===== src/rtl/dtpb_pkg.sv =====
// constants shared by the dual timer, its prescalers and the pin mux
// assumes one 20 MHz clock and an instruction-clock tick from the core
//
// What this block does
// - up timer counts up while run set
// - write loads start count, read gives count
// - source and low-clock bits pick up clock
// - edge bit picks falling or rising source edge
// - assign zero: prescaler divides; zero write clears
// - shared rate field divides 1:2 to 1:256
// - sync to instruction clock unless async option
// - overflow sets sticky flag; irq when enabled
// - down timer write sets reload and count
// - down run bit; source bit picks pin
// - down edge bit picks falling or rising
// - active-low enable; rate field 1:2 to 1:256
// - down prescaler count readable by software
// - one-shot counts to zero then stops
// - continuous restarts from reload or 0xff
// - underflow sets sticky flag; irq when enabled
// - pwm enable and pin config drive pin
// - polarity bit makes pwm active low
// - duty zero never active; period is reload with reload select, else 0xff
// - buzzer picks prescaler or timer bit

package dtpb_pkg;
   localparam int unsigned DTPB_WIDTH = 8;
   localparam int unsigned DTPB_RATE_W = 3;
   localparam int unsigned DTPB_BZ_W = 4;
   localparam logic [7:0] DTPB_COUNT_RESET = 8'h00;
   localparam logic [7:0] DTPB_COUNT_MAX = 8'hff;
   localparam logic [7:0] DTPB_COUNT_ONE = 8'h01;
   localparam logic [7:0] DTPB_COUNT_ZERO = 8'h00;
   localparam logic [7:0] DTPB_RELOAD_RESET = 8'h00;
   localparam logic [7:0] DTPB_DUTY_RESET = 8'h00;
   // buzzer select: top bit picks source, low bits pick counter bit
   localparam int unsigned DTPB_BZ_SRC_BIT = 3;
   localparam logic [2:0] DTPB_RATE_TOP = 3'h7;
   localparam logic [7:0] DTPB_FULL_MASK = 8'hff;
   // clock rate and period
   localparam int unsigned DTPB_CLOCK_HZ = 20000000;
   localparam int unsigned DTPB_CLOCK_PERIOD_NS = 50;
endpackage : dtpb_pkg


===== src/rtl/dtpb_timer.sv =====
// up timer, down timer with pwm and buzzer, and the shared pin mux
// assumes a one-cycle instruction tick and write strobes on i_clock;
// the external clock pin and low-speed oscillator are asynchronous
`timescale 1ns/1ps
`default_nettype none

module dtpb_timer (
   input wire logic i_clock,
   input wire logic i_reset,
   input wire logic i_ce,
   input wire logic i_inst_tick,
   input wire logic i_external_clock_in,
   input wire logic i_low_speed_rc_osc,
   input wire logic i_async_mode,
   input wire logic i_global_irq_enable,
   input wire logic i_up_timer_run,
   input wire logic i_up_timer_source_sel,
   input wire logic i_up_timer_lowclk_sel,
   input wire logic i_up_timer_edge_sel,
   input wire logic i_shared_prescaler_assign,
   input wire logic [2:0] i_shared_prescaler_rate,
   input wire logic i_up_timer_mode_wr,
   input wire logic i_up_timer_wr,
   input wire logic [7:0] i_up_timer_wdata,
   input wire logic i_up_timer_overflow_irq_en,
   input wire logic i_up_timer_overflow_clear,
   input wire logic i_down_timer_run,
   input wire logic i_down_timer_source_sel,
   input wire logic i_down_timer_edge_sel,
   input wire logic i_down_prescaler_enable_n,
   input wire logic [2:0] i_down_prescaler_rate,
   input wire logic i_down_timer_one_shot,
   input wire logic i_down_timer_reload_sel,
   input wire logic i_down_timer_wr,
   input wire logic [7:0] i_down_timer_wdata,
   input wire logic i_down_timer_underflow_irq_en,
   input wire logic i_down_timer_underflow_clear,
   input wire logic i_pwm_output_enable,
   input wire logic i_pwm_active_low,
   input wire logic [7:0] i_pwm_duty_value,
   input wire logic i_buzzer_enable,
   input wire logic [3:0] i_buzzer_freq_sel,
   input wire logic i_pin_cfg_pwm,
   input wire logic i_pin_cfg_buzzer,
   output logic [7:0] o_up_timer_value,
   output logic o_up_timer_overflow_flag,
   output logic o_up_timer_irq,
   output logic [7:0] o_shared_prescaler_count,
   output logic [7:0] o_down_timer_value,
   output logic [7:0] o_down_timer_reload,
   output logic [7:0] o_down_prescaler_count,
   output logic o_down_timer_underflow_flag,
   output logic o_down_timer_irq,
   output logic o_down_timer_stopped,
   output logic o_pin_out,
   output logic o_pin_oe
);
   // synchronisers and edge history
   logic ext_meta_q;
   logic ext_sync_q;
   logic ext_prev_q;
   logic lrc_meta_q;
   logic lrc_sync_q;
   logic lrc_prev_q;
   // counters and state
   logic [7:0] up_q;
   logic [7:0] up_d;
   logic up_pend_q;
   logic up_pend_d;
   logic up_flag_q;
   logic [7:0] down_q;
   logic [7:0] down_d;
   logic [7:0] reload_q;
   logic stopped_q;
   logic stopped_d;
   logic down_flag_q;
   logic pin_out_q;
   logic pin_oe_q;

   // pick the up timer's slow source and its active edge
   logic src_now;
   logic src_prev;
   logic src_edge;
   logic ext_rise;
   logic ext_fall;
   assign src_now = i_up_timer_lowclk_sel ? lrc_sync_q : ext_sync_q;
   assign src_prev = i_up_timer_lowclk_sel ? lrc_prev_q : ext_prev_q;
   assign src_edge = i_up_timer_edge_sel ? (src_prev && !src_now)
                                         : (!src_prev && src_now);
   assign ext_rise = !ext_prev_q && ext_sync_q;
   assign ext_fall = ext_prev_q && !ext_sync_q;

   // instruction-clock alignment of slow edges unless async is chosen
   logic up_src_tick;
   logic up_in_tick;
   logic up_pre_out;
   logic up_adv;
   logic up_ovf;
   logic presc_clear;
   assign up_src_tick = i_async_mode ? src_edge
                        : ((up_pend_q || src_edge) && i_inst_tick);
   assign up_pend_d = i_up_timer_source_sel && !i_async_mode &&
                      !i_inst_tick && (up_pend_q || src_edge);
   assign up_in_tick = i_up_timer_run &&
      (i_up_timer_source_sel ? up_src_tick : i_inst_tick);
   assign presc_clear = i_up_timer_mode_wr &&
                        !i_shared_prescaler_assign;
   assign up_adv = i_shared_prescaler_assign ? up_in_tick
                                             : up_pre_out;
   assign up_ovf = up_adv && (up_q == dtpb_pkg::DTPB_COUNT_MAX) &&
                   !i_up_timer_wr;
   assign up_d = i_up_timer_wr ? i_up_timer_wdata : up_q + 8'h01;

   // shared prescaler, fed only while it serves the up timer
   dtpb_prescaler #(
      .WIDTH(dtpb_pkg::DTPB_WIDTH)
   ) u_shared_presc (
      .i_clock(i_clock),
      .i_reset(i_reset),
      .i_ce(i_ce),
      .i_tick(up_in_tick && !i_shared_prescaler_assign),
      .i_clear(presc_clear),
      .i_rate(i_shared_prescaler_rate),
      .o_tick(up_pre_out),
      .o_count(o_shared_prescaler_count)
   );

   // down timer source, prescaler and next count
   logic down_in_tick;
   logic down_pre_out;
   logic down_adv;
   logic down_unf;
   logic [7:0] restart_value;
   assign down_in_tick = i_down_timer_run && !stopped_q &&
      (i_down_timer_source_sel
         ? (i_down_timer_edge_sel ? ext_fall : ext_rise)
         : i_inst_tick);
   assign down_adv = i_down_prescaler_enable_n ? down_in_tick
                                               : down_pre_out;
   assign down_unf = down_adv && !i_down_timer_wr &&
                     (down_q <= dtpb_pkg::DTPB_COUNT_ONE);
   assign restart_value = i_down_timer_reload_sel ? reload_q
                          : dtpb_pkg::DTPB_COUNT_MAX;

   // next down count: write, one-shot end, restart or decrement
   always_comb begin
      down_d = down_q;
      stopped_d = stopped_q;
      if (i_down_timer_wr) begin
         down_d = i_down_timer_wdata;
         stopped_d = 1'b0;
      end else if (down_unf && i_down_timer_one_shot) begin
         down_d = dtpb_pkg::DTPB_COUNT_ZERO;
         stopped_d = 1'b1;
      end else if (down_unf) begin
         down_d = restart_value;
      end else if (down_adv) begin
         down_d = down_q - 8'h01;
      end
   end

   // down prescaler, also the buzzer's prescaler source
   dtpb_prescaler #(
      .WIDTH(dtpb_pkg::DTPB_WIDTH)
   ) u_down_presc (
      .i_clock(i_clock),
      .i_reset(i_reset),
      .i_ce(i_ce),
      .i_tick(down_in_tick),
      .i_clear(i_down_timer_wr),
      .i_rate(i_down_prescaler_rate),
      .o_tick(down_pre_out),
      .o_count(o_down_prescaler_count)
   );

   // pwm level and buzzer bit selection
   logic pwm_active;
   logic pwm_level;
   logic bz_bit;
   logic bz_level;
   logic pwm_sel;
   logic bz_sel;
   assign pwm_active = i_down_timer_run &&
      (down_q != dtpb_pkg::DTPB_COUNT_ZERO) &&
      (down_q <= i_pwm_duty_value);
   assign pwm_level = pwm_active ^ i_pwm_active_low;
   assign bz_bit = i_buzzer_freq_sel[dtpb_pkg::DTPB_BZ_SRC_BIT]
      ? down_q[i_buzzer_freq_sel[2:0]]
      : o_down_prescaler_count[i_buzzer_freq_sel[2:0]];
   assign bz_level = i_down_timer_run && bz_bit;
   assign pwm_sel = i_pwm_output_enable && i_pin_cfg_pwm;
   assign bz_sel = i_buzzer_enable && i_pin_cfg_buzzer;

   // two-stage synchronisers plus edge history
   always_ff @(posedge i_clock) begin
      if (i_reset) begin
         ext_meta_q <= 1'b0;
         ext_sync_q <= 1'b0;
         ext_prev_q <= 1'b0;
         lrc_meta_q <= 1'b0;
         lrc_sync_q <= 1'b0;
         lrc_prev_q <= 1'b0;
      end else if (i_ce) begin
         ext_meta_q <= i_external_clock_in;
         ext_sync_q <= ext_meta_q;
         ext_prev_q <= ext_sync_q;
         lrc_meta_q <= i_low_speed_rc_osc;
         lrc_sync_q <= lrc_meta_q;
         lrc_prev_q <= lrc_sync_q;
      end
   end

   // up timer count and pending slow edge
   always_ff @(posedge i_clock) begin
      if (i_reset) begin
         up_q <= dtpb_pkg::DTPB_COUNT_RESET;
         up_pend_q <= 1'b0;
      end else if (i_ce) begin
         up_pend_q <= up_pend_d;
         if (i_up_timer_wr || up_adv) begin
            up_q <= up_d;
         end
      end
   end

   // down timer count, reload and one-shot stop
   always_ff @(posedge i_clock) begin
      if (i_reset) begin
         down_q <= dtpb_pkg::DTPB_COUNT_RESET;
         reload_q <= dtpb_pkg::DTPB_RELOAD_RESET;
         stopped_q <= 1'b0;
      end else if (i_ce) begin
         down_q <= down_d;
         stopped_q <= stopped_d;
         if (i_down_timer_wr) begin
            reload_q <= i_down_timer_wdata;
         end
      end
   end

   // sticky flags: a new event wins over a clear in the same cycle
   always_ff @(posedge i_clock) begin
      if (i_reset) begin
         up_flag_q <= 1'b0;
         down_flag_q <= 1'b0;
      end else if (i_ce) begin
         up_flag_q <= up_ovf ||
                      (up_flag_q && !i_up_timer_overflow_clear);
         down_flag_q <= down_unf ||
                        (down_flag_q && !i_down_timer_underflow_clear);
      end
   end

   // shared pin: pwm first, then buzzer, else released
   always_ff @(posedge i_clock) begin
      if (i_reset) begin
         pin_out_q <= 1'b0;
         pin_oe_q <= 1'b0;
      end else if (i_ce) begin
         pin_oe_q <= pwm_sel || bz_sel;
         pin_out_q <= pwm_sel ? pwm_level : (bz_sel && bz_level);
      end
   end

   // outputs
   assign o_up_timer_value = up_q;
   assign o_up_timer_overflow_flag = up_flag_q;
   assign o_up_timer_irq = up_flag_q && i_up_timer_overflow_irq_en &&
                           i_global_irq_enable;
   assign o_down_timer_value = down_q;
   assign o_down_timer_reload = reload_q;
   assign o_down_timer_underflow_flag = down_flag_q;
   assign o_down_timer_irq = down_flag_q && i_down_timer_underflow_irq_en &&
                             i_global_irq_enable;
   assign o_down_timer_stopped = stopped_q;
   assign o_pin_out = pin_out_q;
   assign o_pin_oe = pin_oe_q;
endmodule : dtpb_timer

`default_nettype wire


===== src/rtl/dtpb_prescaler.sv =====
// ripple-free power-of-two prescaler with a readable count
// assumes i_tick is a one-cycle pulse in the i_clock domain
`timescale 1ns/1ps
`default_nettype none

module dtpb_prescaler #(
   parameter int unsigned WIDTH = 8
) (
   input wire logic i_clock,
   input wire logic i_reset,
   input wire logic i_ce,
   input wire logic i_tick,
   input wire logic i_clear,
   input wire logic [2:0] i_rate,
   output logic o_tick,
   output logic [WIDTH-1:0] o_count
);
   logic [WIDTH-1:0] count_q;
   logic [WIDTH-1:0] count_d;
   logic [WIDTH-1:0] rate_mask;

   // mask of low bits that must all be one for a terminal tick
   assign rate_mask = WIDTH'(dtpb_pkg::DTPB_FULL_MASK >>
                      (dtpb_pkg::DTPB_RATE_TOP - i_rate));
   assign o_tick = i_tick && ((count_q & rate_mask) == rate_mask);
   assign count_d = count_q + WIDTH'(1);
   assign o_count = count_q;

   // count input ticks; clear wins over a tick
   always_ff @(posedge i_clock) begin
      if (i_reset) begin
         count_q <= '0;
      end else if (i_ce) begin
         if (i_clear) begin
            count_q <= '0;
         end else if (i_tick) begin
            count_q <= count_d;
         end
      end
   end
endmodule : dtpb_prescaler

`default_nettype wire


===== config.mk =====
export PLATFORM = sky130hd
export DESIGN_NAME = dtpb_timer
export DESIGN_NICKNAME = d
export VERILOG_FILES = /design/src/rtl/dtpb_pkg.sv /design/src/rtl/dtpb_timer.sv /design/src/rtl/dtpb_prescaler.sv
export SDC_FILE = /design/constraint.sdc
export NUM_CORES = 1
export LEC_CHECK = 0
export ABC_AREA = 1
export BUFFER_PORTS_ARGS = -buffer_cell sky130_fd_sc_hd__buf_2
export CAP_MARGIN = 20
export CORE_ASPECT_RATIO = 2
export CORE_MARGIN = 10
export CORE_UTILIZATION = 45
export CTS_BUF_LIST = sky130_fd_sc_hd__clkbuf_8
export DETAILED_ROUTE_END_ITERATION = 6
export PLACE_DENSITY = 0.82
export SYNTH_ARGS = -nofsm -noshare
export SYNTH_HDL_FRONTEND = slang
export SYNTH_SLANG_ARGS = --single-unit

===== constraint.sdc =====
create_clock -name i_clock -period 1.5 [get_ports i_clock]
set_input_delay 0.225 -clock i_clock [delete_from_list [all_inputs] [get_ports i_clock]]
set_output_delay 0.225 -clock i_clock [all_outputs]
set_load 0.1 [all_outputs]

==> results of run 1 <==
through the flow:
stage	utilization [%]	TNS, ns	hold WS (ns)
after detailed placement	62.9	-1.01	0.470
after global placement	62.9	-0.272	0.448
final	68.7	-1.39	0.153
after CTS	65.8	-1.09	0.140
after floorplan	-	-1.82	0.328
after global routing	68.7	-3.95	0.165
state kept, by name (all words and copies together), names as in the netlist, 8 cells and up:
name / flops
o_down_timer_reload: 8
o_down_timer_value: 8
u_down_presc.o_count: 8
o_up_timer_value: 8
u_shared_presc.o_count: 8
metal layers:
| layer | track usage, % | vias up | part of all wire [%] | routed length [um] |
|---|---|---|---|---|
| met2 | 38.1 | 159 | 55 | 6950 |
| met1 | 19.9 | 1990 | 34 | 4290 |
| li1 | - | 2129 | - | - |
| met3 | 4.39 | 40 | 7.3 | 933 |
| met5 | 0 | - | 0 | 0 |
| met4 | 12.1 | 0 | 4.4 | 558 |
worst reg2reg max path, cell delays in order, from the launching register on:
cell     delay [ns]
dfxtp_2        0.33
inv_2          0.05
o21ai_2        0.15
nand2_1        0.07
nand2_1        0.07
nand2_2        0.08
a21oi_4        0.28
nand3_4        0.21
a21oi_2        0.18
nor2_1         0.05
synthesized netlist by cell type, types with 2 or more instances:
cell and number:
buf_6 2, o21ai_0 38, o22ai_1 5, nor3_1 8
inv_1 69, clkbuf_1 6, nand3_2 2, inv_2 2
nand2_4 2, o211ai_1 3, nand2_1 154, nor2_1 58
o21a_1 4, a21oi_1 45, buf_4 2, nand3_1 45
dfxtp_1 52, nand4_1 4, o21ai_2 2, xor2_1 6
nor4_1 2, xnor2_1 7, a21boi_0 6, nand2_2 4
ha_1 13, buf_2 3
worst min path at each step:
stage / startpoint / end / slack (ns) / cells after the start
floorplan: i_reset / o_down_timer_reload[4] / 0.33 / 1
global placement: lrc_prev_q / lrc_prev_q / 0.45 / 2
detailed placement: up_pend_q / up_pend_q / 0.47 / 1
CTS: i_low_speed_rc_osc / lrc_meta_q / 0.14 / 3
global route: i_low_speed_rc_osc / lrc_meta_q / 0.16 / 3
finish: i_low_speed_rc_osc / lrc_meta_q / 0.15 / 3
logic make-up after synthesis:
logic type / synth area share (%)
and+or+nand+nor: 35.3
AOI/OAI and AO/OA: 17.3
buffers and inverters: 9.76
DFF: 29.8
xor gates and xnor gates: 3.25
adders and majority gates: 4.65
what timing repair did:
item	in CTS	in global routing
hold buffers	0	0
pin swaps	9	39
setup endpoints to repair	26	37
gates resized for setup	26	56
setup buffers	4	2
gates cloned	1	0
power by group through the flow:
stage / registers, mW / clock network [mW] / logic, mW
global placement: 1.52 / 0 / 1.34
finish: 1.50 / 0.789 / 1.52
CTS: 1.49 / 0.821 / 1.42
detailed placement: 1.52 / 0 / 1.37
floorplan: 1.91 / 0 / 0.540
global route: 1.50 / 0.862 / 1.64
layout make-up:
class	instances	area, um^2	share of cell area [%]
multi-input combinational	421	2520	48.2
clock inverter	3	12.5	0.239
clock buffer	5	68.8	1.32
tap	94	118	2.25
inverter	71	279	5.34
sequential	52	1160	22.3
timing repair buffer	168	1060	20.4
==> flow_summary.yaml, run 1 <==
pwr:
  pwr-share-seq_pct: 39.3
  p_clk_share_pct: 20.7
  power.share.switching_pct: 41.4
  combinationalPowerShare_pct: 40.0
  p_int_mw: 2.23
  vdd_drop_max_mv: 0.714
  power_density_nw_per_um2: 728
  p_leak_nw: 2.58
  finalPower_mw: 3.81
  switchingPower_mw: 1.57
finish:
  final_area_um2: 5230
  final_cell_mix: "nand2_1 (133), buf_2 (109), inv_1 (65)"
  antenna_cells: 0
  drive_gt1_share_pct: 42.1
  nNetsFinal: 797
  fillers: 633
  fin_cells: 814
  layout_commonest_cell: "nand2_1"
  syn_to_final_growth_pct: 49.4
worst_setup_path:
  critPathMaxFanout: 8
  reg2regPathDepth: 9
  worstSetupEndpointType: "flip-flop"
  crit_family: "compound AO/OA/AOI/OAI gates"
  cp-start-kind: "flip-flop"
  crit_type: "reg2reg"
  crit_cells: 9
  crit_buf_inv: 1
  path_common_cell: "nand2_1"
  rr_startpoint: "ext_sync_q"
  critPathLaunch: "ext_sync_q"
  rrSetupSlack_ns: -0.09
  critPathMaxStageDelay_ns: 0.33
  crit_arrival_ns: 1.81
  r2r_end: "o_up_timer_value[4]"
  crit_chain: "inv_2 > o21ai_2 > nand2_1 > nand2_1 > nand2_2 > a21oi_4 > nand3_4 > a21oi_2 > nor2_1"
  crit_path_end: "o_up_timer_value[4]"
  cp_slowest_cell: "dfxtp_2"
  required_ns: 1.71
place:
  placed_area_um2: 4780
  place_ws_ns: -0.138
  place_congestion: 0.927
  portBuffers: 111
  hpwl_um: 9960
  dp.cells: 799
timing:
  fin_ws_ns: -0.0925
  hold_viol_final: 0
  period_minus_slack_ns: 1.59
  tightest_slew_ns: 0.509
  finalSetupViolations: 25
  min_period_over_period_pct: 106
  finClkSkew_ns: 0.00857
  relSlewSlack_pct: 66.3
  fmaxAchievable_mhz: 628
  drv_slew: 0
  rsz0062_at_grt: "yes"
clock_network:
  cts-root-buf: "clkbuf_8"
  cts.htree.levels: 2
  clock_latency_ns: 0.32
  tritoncts: "built"
  cts-buffers-inserted: 5
  clock_path_buffers: 2
  numClockSinks: 52
  clk_pin_slew_ns: 0.09
logic_synthesis:
  synth_largest_area_cell: "dfxtp_1"
  ys_warn_count: 0
  synth_nets: 634
  syn_inst: 556
  yosysSeqAreaShare_pct: 29.8
  synth_edf_count: 0
  synth_top_flop_cell: "dfxtp_1"
  yosys-top-cells-area: "dfxtp_1 (30%), nand2_1 (17%), inv_1 (7.4%), a21oi_1 (6.4%), nand3_1 (6.4%)"
  ys_seq_elements: 52
  avgSynthCellArea_um2: 6.29
  synth_cell_type_count: 38
  synth_area_um2: 3500
  yosys.area.top_type_share_pct: 29.8
  async_reset_ff_share_pct: 0
drt:
  ant_nets: 0
  first_pass_iters: 4
  routedWlPerCell_um: 15.6
  vias: 4318
  drtIter0Drc: 164
  drt-total-wl_um: 12700
  drcViolationCount: 0
  routed_via_density: 5.30
flow_run:
  drv_cap: 0
status:
  status: "complete, but fails checks"
  violations: "negative setup slack"
floorplanning:
  io_pins: 112
  die_h_um: 145
  rows: 45
  core_um2: 7600
  die_w_um: 82.3
  die_area_um2: 11900
  start_util_pct: 46.0
grt:
  grt-ovfl-total: 0
  grt_pass1_vias: 4372
  grt_pass1_wl_um: 19600
  antenna_found_initial: 0
  grt_max_degree: 27
  grtUsageTotal_pct: 20.7
worst_hold_path:
  min_path_type: "in2reg"
No activity file was read; power rests on OpenSTA's default activity.
==> run 2, diff against run 1 <==
Settings changed: CORE_UTILIZATION 45 to 48, PLACE_DENSITY 0.82 to 0.86.
==> flow_summary.yaml, run 2 (synthesis gave the netlist of run 1 again) <==
grt:
  grt_max_degree: 17
  grt_busiest_layer: "met2"
  use_met3_pct: 6.24
  grt-ovfl-total: 0
  grt_pass1_vias: 4028
  antenna_found_initial: 0
  met1_usage_pct: 21.7
  grt_pass1_wl_um: 17800
  grtUsageTotal_pct: 18.8
  met2_usage_pct: 31.1
drt:
  routedWlPerCell_um: 14.5
  ant_nets: 0
  first_pass_iters: 5
  drtIter0Drc: 250
  vias: 4260
  routed_via_density: 5.31
  drt-total-wl_um: 11600
  drcViolationCount: 0
finish:
  antenna_cells: 0
  fin_util_pct: 72.0
  drive_gt1_share_pct: 41.4
  layout_commonest_cell: "nand2_1"
  final_cell_mix: "nand2_1 (132), buf_2 (104), inv_1 (67)"
  nNetsFinal: 787
  final_area_um2: 5150
  fillers: 557
  syn_to_final_growth_pct: 47.3
worst_setup_path:
  critPathMaxFanout: 4
  cp-start-kind: "flip-flop"
  worstSetupEndpointType: "flip-flop"
  critPathMaxStageDelay_ns: 0.39
  crit_type: "reg2reg"
  crit_arrival_ns: 1.85
  cp_slowest_cell: "dfxtp_4"
  required_ns: 1.71
  crit_chain: "inv_6 > ha_4 > nand2_4 > nand2_4 > nand4_4 > nor2_4 > nand3_2 > nand2_4 > nor2_1 > nor2_1 > nor2_1"
timing:
  hold_ws_ns: 0.149
  fmaxAchievable_mhz: 612
  relSlewSlack_pct: 65.9
  finalSetupViolations: 26
  drv_slew: 0
  rsz0062_at_grt: "yes"
  period_minus_slack_ns: 1.63
  finClkSkew_ns: 0.00998
  hold_viol_final: 0
  min_period_over_period_pct: 109
  fin_ws_ns: -0.134
  tightest_slew_ns: 0.515
clock_network:
  clk_pin_slew_ns: 0.10
  clock_latency_ns: 0.32
  cts_hold_buf: 0
  tritoncts: "built"
  cts.htree.levels: 2
  numClockSinks: 52
  clock_path_buffers: 2
  cts-root-buf: "clkbuf_8"
  cts-buffers-inserted: 5
place:
  placed_area_um2: 4690
  hpwl_um: 8900
  place_congestion: 0.899
  portBuffers: 111
floorplanning:
  die_w_um: 80.4
  die_h_um: 141
  start_util_pct: 48.9
  core_um2: 7160
  die_area_um2: 11300
  rows: 44
  io_pins: 112
pwr:
  vdd_drop_max_mv: 0.926
  power_density_nw_per_um2: 737
  finalPower_mw: 3.80
  p_leak_nw: 2.53
flow_run:
  drv_cap: 0
status:
  status: "complete, but fails checks"
  violations: "negative setup slack"
worst_hold_path:
  min_path_type: "in2reg"
## run 2: cell types whose count changed in the layout (fill, tap and decap cells not counted), sizes merged
cell and change:
clkbuf +5, buf -15, inv -1, clkinv +1
## run 2: path summary, 6_finish.rpt
kind	slack (ns)	from	to	cells past startpoint
min reg2reg	0.47	lrc_prev_q	lrc_prev_q	2
min	0.15	i_external_clock_in	ext_meta_q	3
max	-0.13	o_down_timer_value[1]	o_down_timer_value[4]	11
max reg2reg	-0.13	o_down_timer_value[1]	o_down_timer_value[4]	11
## run 2: layer usage
| layer | vias to the layer above | share of wire, % |
|---|---|---|
| met5 | - | 0 |
| met4 | 0 | 1.7 |
| met3 | 16 | 8.0 |
| met2 | 162 | 49 |
| met1 | 1966 | 41 |
| li1 | 2116 | - |
## run 2: power breakdown
group | internal, mW | switching (mW) | total [mW]
logic | 0.476 | 0.995 | 1.47
clock network | 0.328 | 0.498 | 0.826
registers | 1.42 | 0.0796 | 1.50
total | 2.22 | 1.57 | 3.80
## run 2: stage by stage
step                std cells  setup TNS [ns]  setup WS [ns]
finish                    802           -1.74         -0.134
global route              802           -3.72         -0.202
CTS                       799          -0.883        -0.0683
detailed placement        789           -1.39         -0.108
global placement          789          -0.552        -0.0538
floorplan                 556           -1.82         -0.157
## run 2: layout make-up
cell class                      count  area [um^2]  share of cell area, %
Tap cell                           92          115                   2.23
Timing Repair Buffer              158          966                   18.7
Multi-Input combinational cell    421         2540                   49.3
Clock inverter                      3         17.5                  0.340
Clock buffer                        5         68.8                   1.34
Sequential cell                    52         1170                   22.6
Inverter                           71          279                   5.42
## run 2: worst max-delay path, delay by kind of cell (launching register included)
family / cells / cell delay, ns
AND/OR/NAND/NOR: 9 / 0.91
flip-flops: 1 / 0.39
adder cells (fa/ha/maj): 1 / 0.15
buffers and inverters: 1 / 0.08
## run 2: what timing repair did
action | 4_1_cts | 5_1_grt
setup buffers | 1 | 3
setup endpoints to repair | 20 | 33
pin swaps | 6 | 27
gates resized for setup | 15 | 80
cloned | 1 | 0
==> run 3, diff against run 2 <==
Settings changed: SYNTH_HIERARCHICAL set to 1.
==> flow_summary.yaml, run 3 <==
status:
  status: "complete, but fails checks"
  violations: "negative setup slack"
worst_setup_path:
  cp-start-kind: "flip-flop"
  crit_type: "reg2reg"
  crit_arrival_ns: 2.22
  worstSetupEndpointType: "flip-flop"
  required_ns: 1.71
  critPathMaxFanout: 8
clock_network:
  clock_latency_ns: 0.32
  cts_hold_buf: 0
  cts-root-buf: "clkbuf_8"
  clock_path_buffers: 2
  cts-buffers-inserted: 5
  numClockSinks: 52
  cts.htree.levels: 2
  tritoncts: "built"
  clk_pin_slew_ns: 0.10
timing:
  relSlewSlack_pct: 63.7
  final.setup.tns_ns: -11.49
  finalSetupViolations: 27
  tightest_slew_ns: 0.543
  fmaxAchievable_mhz: 497
  period_minus_slack_ns: 2.01
  fin_ws_ns: -0.512
  min_period_over_period_pct: 134
  drv_slew: 0
  rsz0062_at_grt: "yes"
  hold_viol_final: 0
  finClkSkew_ns: 0.0142
drt:
  routed_via_density: 5.28
  routedWlPerCell_um: 15.0
  vias: 4310
  first_pass_iters: 4
  drcViolationCount: 0
  drtIter0Drc: 164
  drt-total-wl_um: 12200
  ant_nets: 0
logic_synthesis:
  yosys-top-cells-area: "dfxtp_1 (29%), nand2_1 (18%), inv_1 (7.3%), nor2_1 (6.5%), nand3_1 (5.9%)"
  synth_nets: 640
  synth_top_flop_cell: "dfxtp_1"
  synth_cell_type_count: 42
  yosys.area.top_type_share_pct: 29.3
  yosysSeqAreaShare_pct: 29.3
  synthTopCellsByCount: "nand2_1 (167), inv_1 (69), nor2_1 (62)"
  synth_area_um2: 3560
  async_reset_ff_share_pct: 0
  ys_seq_elements: 52
  synth_most_common_cell: "nand2_1"
  avgSynthCellArea_um2: 6.33
  syn_inst: 562
  synth_largest_area_cell: "dfxtp_1"
  ys_warn_count: 6
  synth_edf_count: 0
place:
  hpwl_um: 9280
  portBuffers: 111
  place_congestion: 0.899
grt:
  grt-ovfl-total: 0
  antenna_found_initial: 0
  grtUsageTotal_pct: 20.7
  grt_max_degree: 21
  grt_pass1_vias: 4565
  grt_pass1_wl_um: 19600
floorplanning:
  die_area_um2: 11500
  rows: 44
  io_pins: 112
  core_um2: 7270
  die_w_um: 80.9
  die_h_um: 142
  start_util_pct: 48.9
pwr:
  vdd_drop_max_mv: 0.792
  power_density_nw_per_um2: 749
  p_leak_nw: 2.54
  finalPower_mw: 3.85
finish:
  drive_gt1_share_pct: 44.6
  nNetsFinal: 802
  regArea_um2: 1130
  antenna_cells: 0
  layout_commonest_cell: "nand2_1"
  multiInputGateArea_um2: 2530
  fillers: 606
  final_cell_mix: "nand2_1 (151), buf_2 (108), inv_1 (62)"
  syn_to_final_growth_pct: 44.6
worst_hold_path:
  min_path_type: "in2reg"
flow_run:
  drv_cap: 0
run 3: cell type report:
cell class | count | share of cell area, %
multi-input combinational | 425 | 49.2
sequential | 52 | 22.0
timing repair buffer | 164 | 19.1
inverter | 76 | 5.74
tap | 92 | 2.24
clock buffer | 5 | 1.34
clock inverter | 3 | 0.365
run 3: cells by family (layout without fill, tap and decap cells):
group | after synthesis | count (layout) | share of synthesized area (%)
AND/OR/NAND/NOR | 300 | 302 | 36.5
AO/OA/AOI/OAI | 100 | 101 | 17.0
buffers and inverters | 88 | 248 | 10.4
flip-flops | 52 | 52 | 29.3
adder cells (fa/ha/maj) | 13 | 13 | 4.57
XOR/XNOR | 8 | 8 | 1.97
multiplexers | 1 | 1 | 0.282
run 3: metrics by stage:
stage	setup slack, ns	area, um^2	instances	util [%]	hold WS, ns
after global placement	-0.479	4640	798	63.9	0.443
after global routing	-0.659	5140	817	70.7	0.141
after detailed placement	-0.615	4640	798	63.9	0.465
after floorplan	-0.354	3720	562	-	0.284
final	-0.512	5140	817	70.7	0.141
after CTS	-0.385	5000	814	68.8	0.135
run 3: report_power, final:
group | switching, mW | total, mW | internal (mW)
combinational | 1.04 | 1.51 | 0.474
sequential | 0.0829 | 1.53 | 1.44
clock | 0.490 | 0.817 | 0.327
total | 1.61 | 3.85 | 2.24
run 3: path summary, 6_finish.rpt:
kind,start,end,slack (ns),cells past startpoint
worst max register to register,ext_prev_q,u_shared_presc/o_count[5],-0.51,18
worst min register to register,u_shared_presc/o_count[6],u_shared_presc/o_count[6],0.49,2
worst max-delay path,ext_prev_q,u_shared_presc/o_count[5],-0.51,18
worst min-delay path,i_low_speed_rc_osc,lrc_meta_q,0.14,3
run 3: what timing repair did:
action / 4_1_cts / 5_1_grt
resized for setup: 52 / 33
cloned: 3 / 0
buffers inserted: 6 / 3
pin swaps: 25 / 26
endpoints found under the setup margin: 31 / 32
run 3: worst max-delay path: stages (launching register included):
cell and delay [ns]:
dfxtp_2 0.36, inv_2 0.06, nand2_2 0.06, o21ai_2 0.07, nand2_2 0.08, nand2_2 0.08
nand2_2 0.09, nand2_2 0.05, nor2_2 0.13, buf_4 0.12, buf_4 0.09, buf_4 0.09
nand2_2 0.08, nand2_4 0.19, nand2_4 0.09, nor2_4 0.12, nand2_1 0.05, nand2_1 0.05
nor2_1 0.03
run 3: layer usage:
| metal | track usage, % | up-vias | part of all wire (%) |
|---|---|---|---|
| met3 | 4.87 | 30 | 7.0 |
| met2 | 39.7 | 150 | 55 |
| met4 | 10.3 | 0 | 3.3 |
| li1 | - | 2139 | - |
| met5 | 0 | - | 0 |
| met1 | 19.0 | 1991 | 35 |
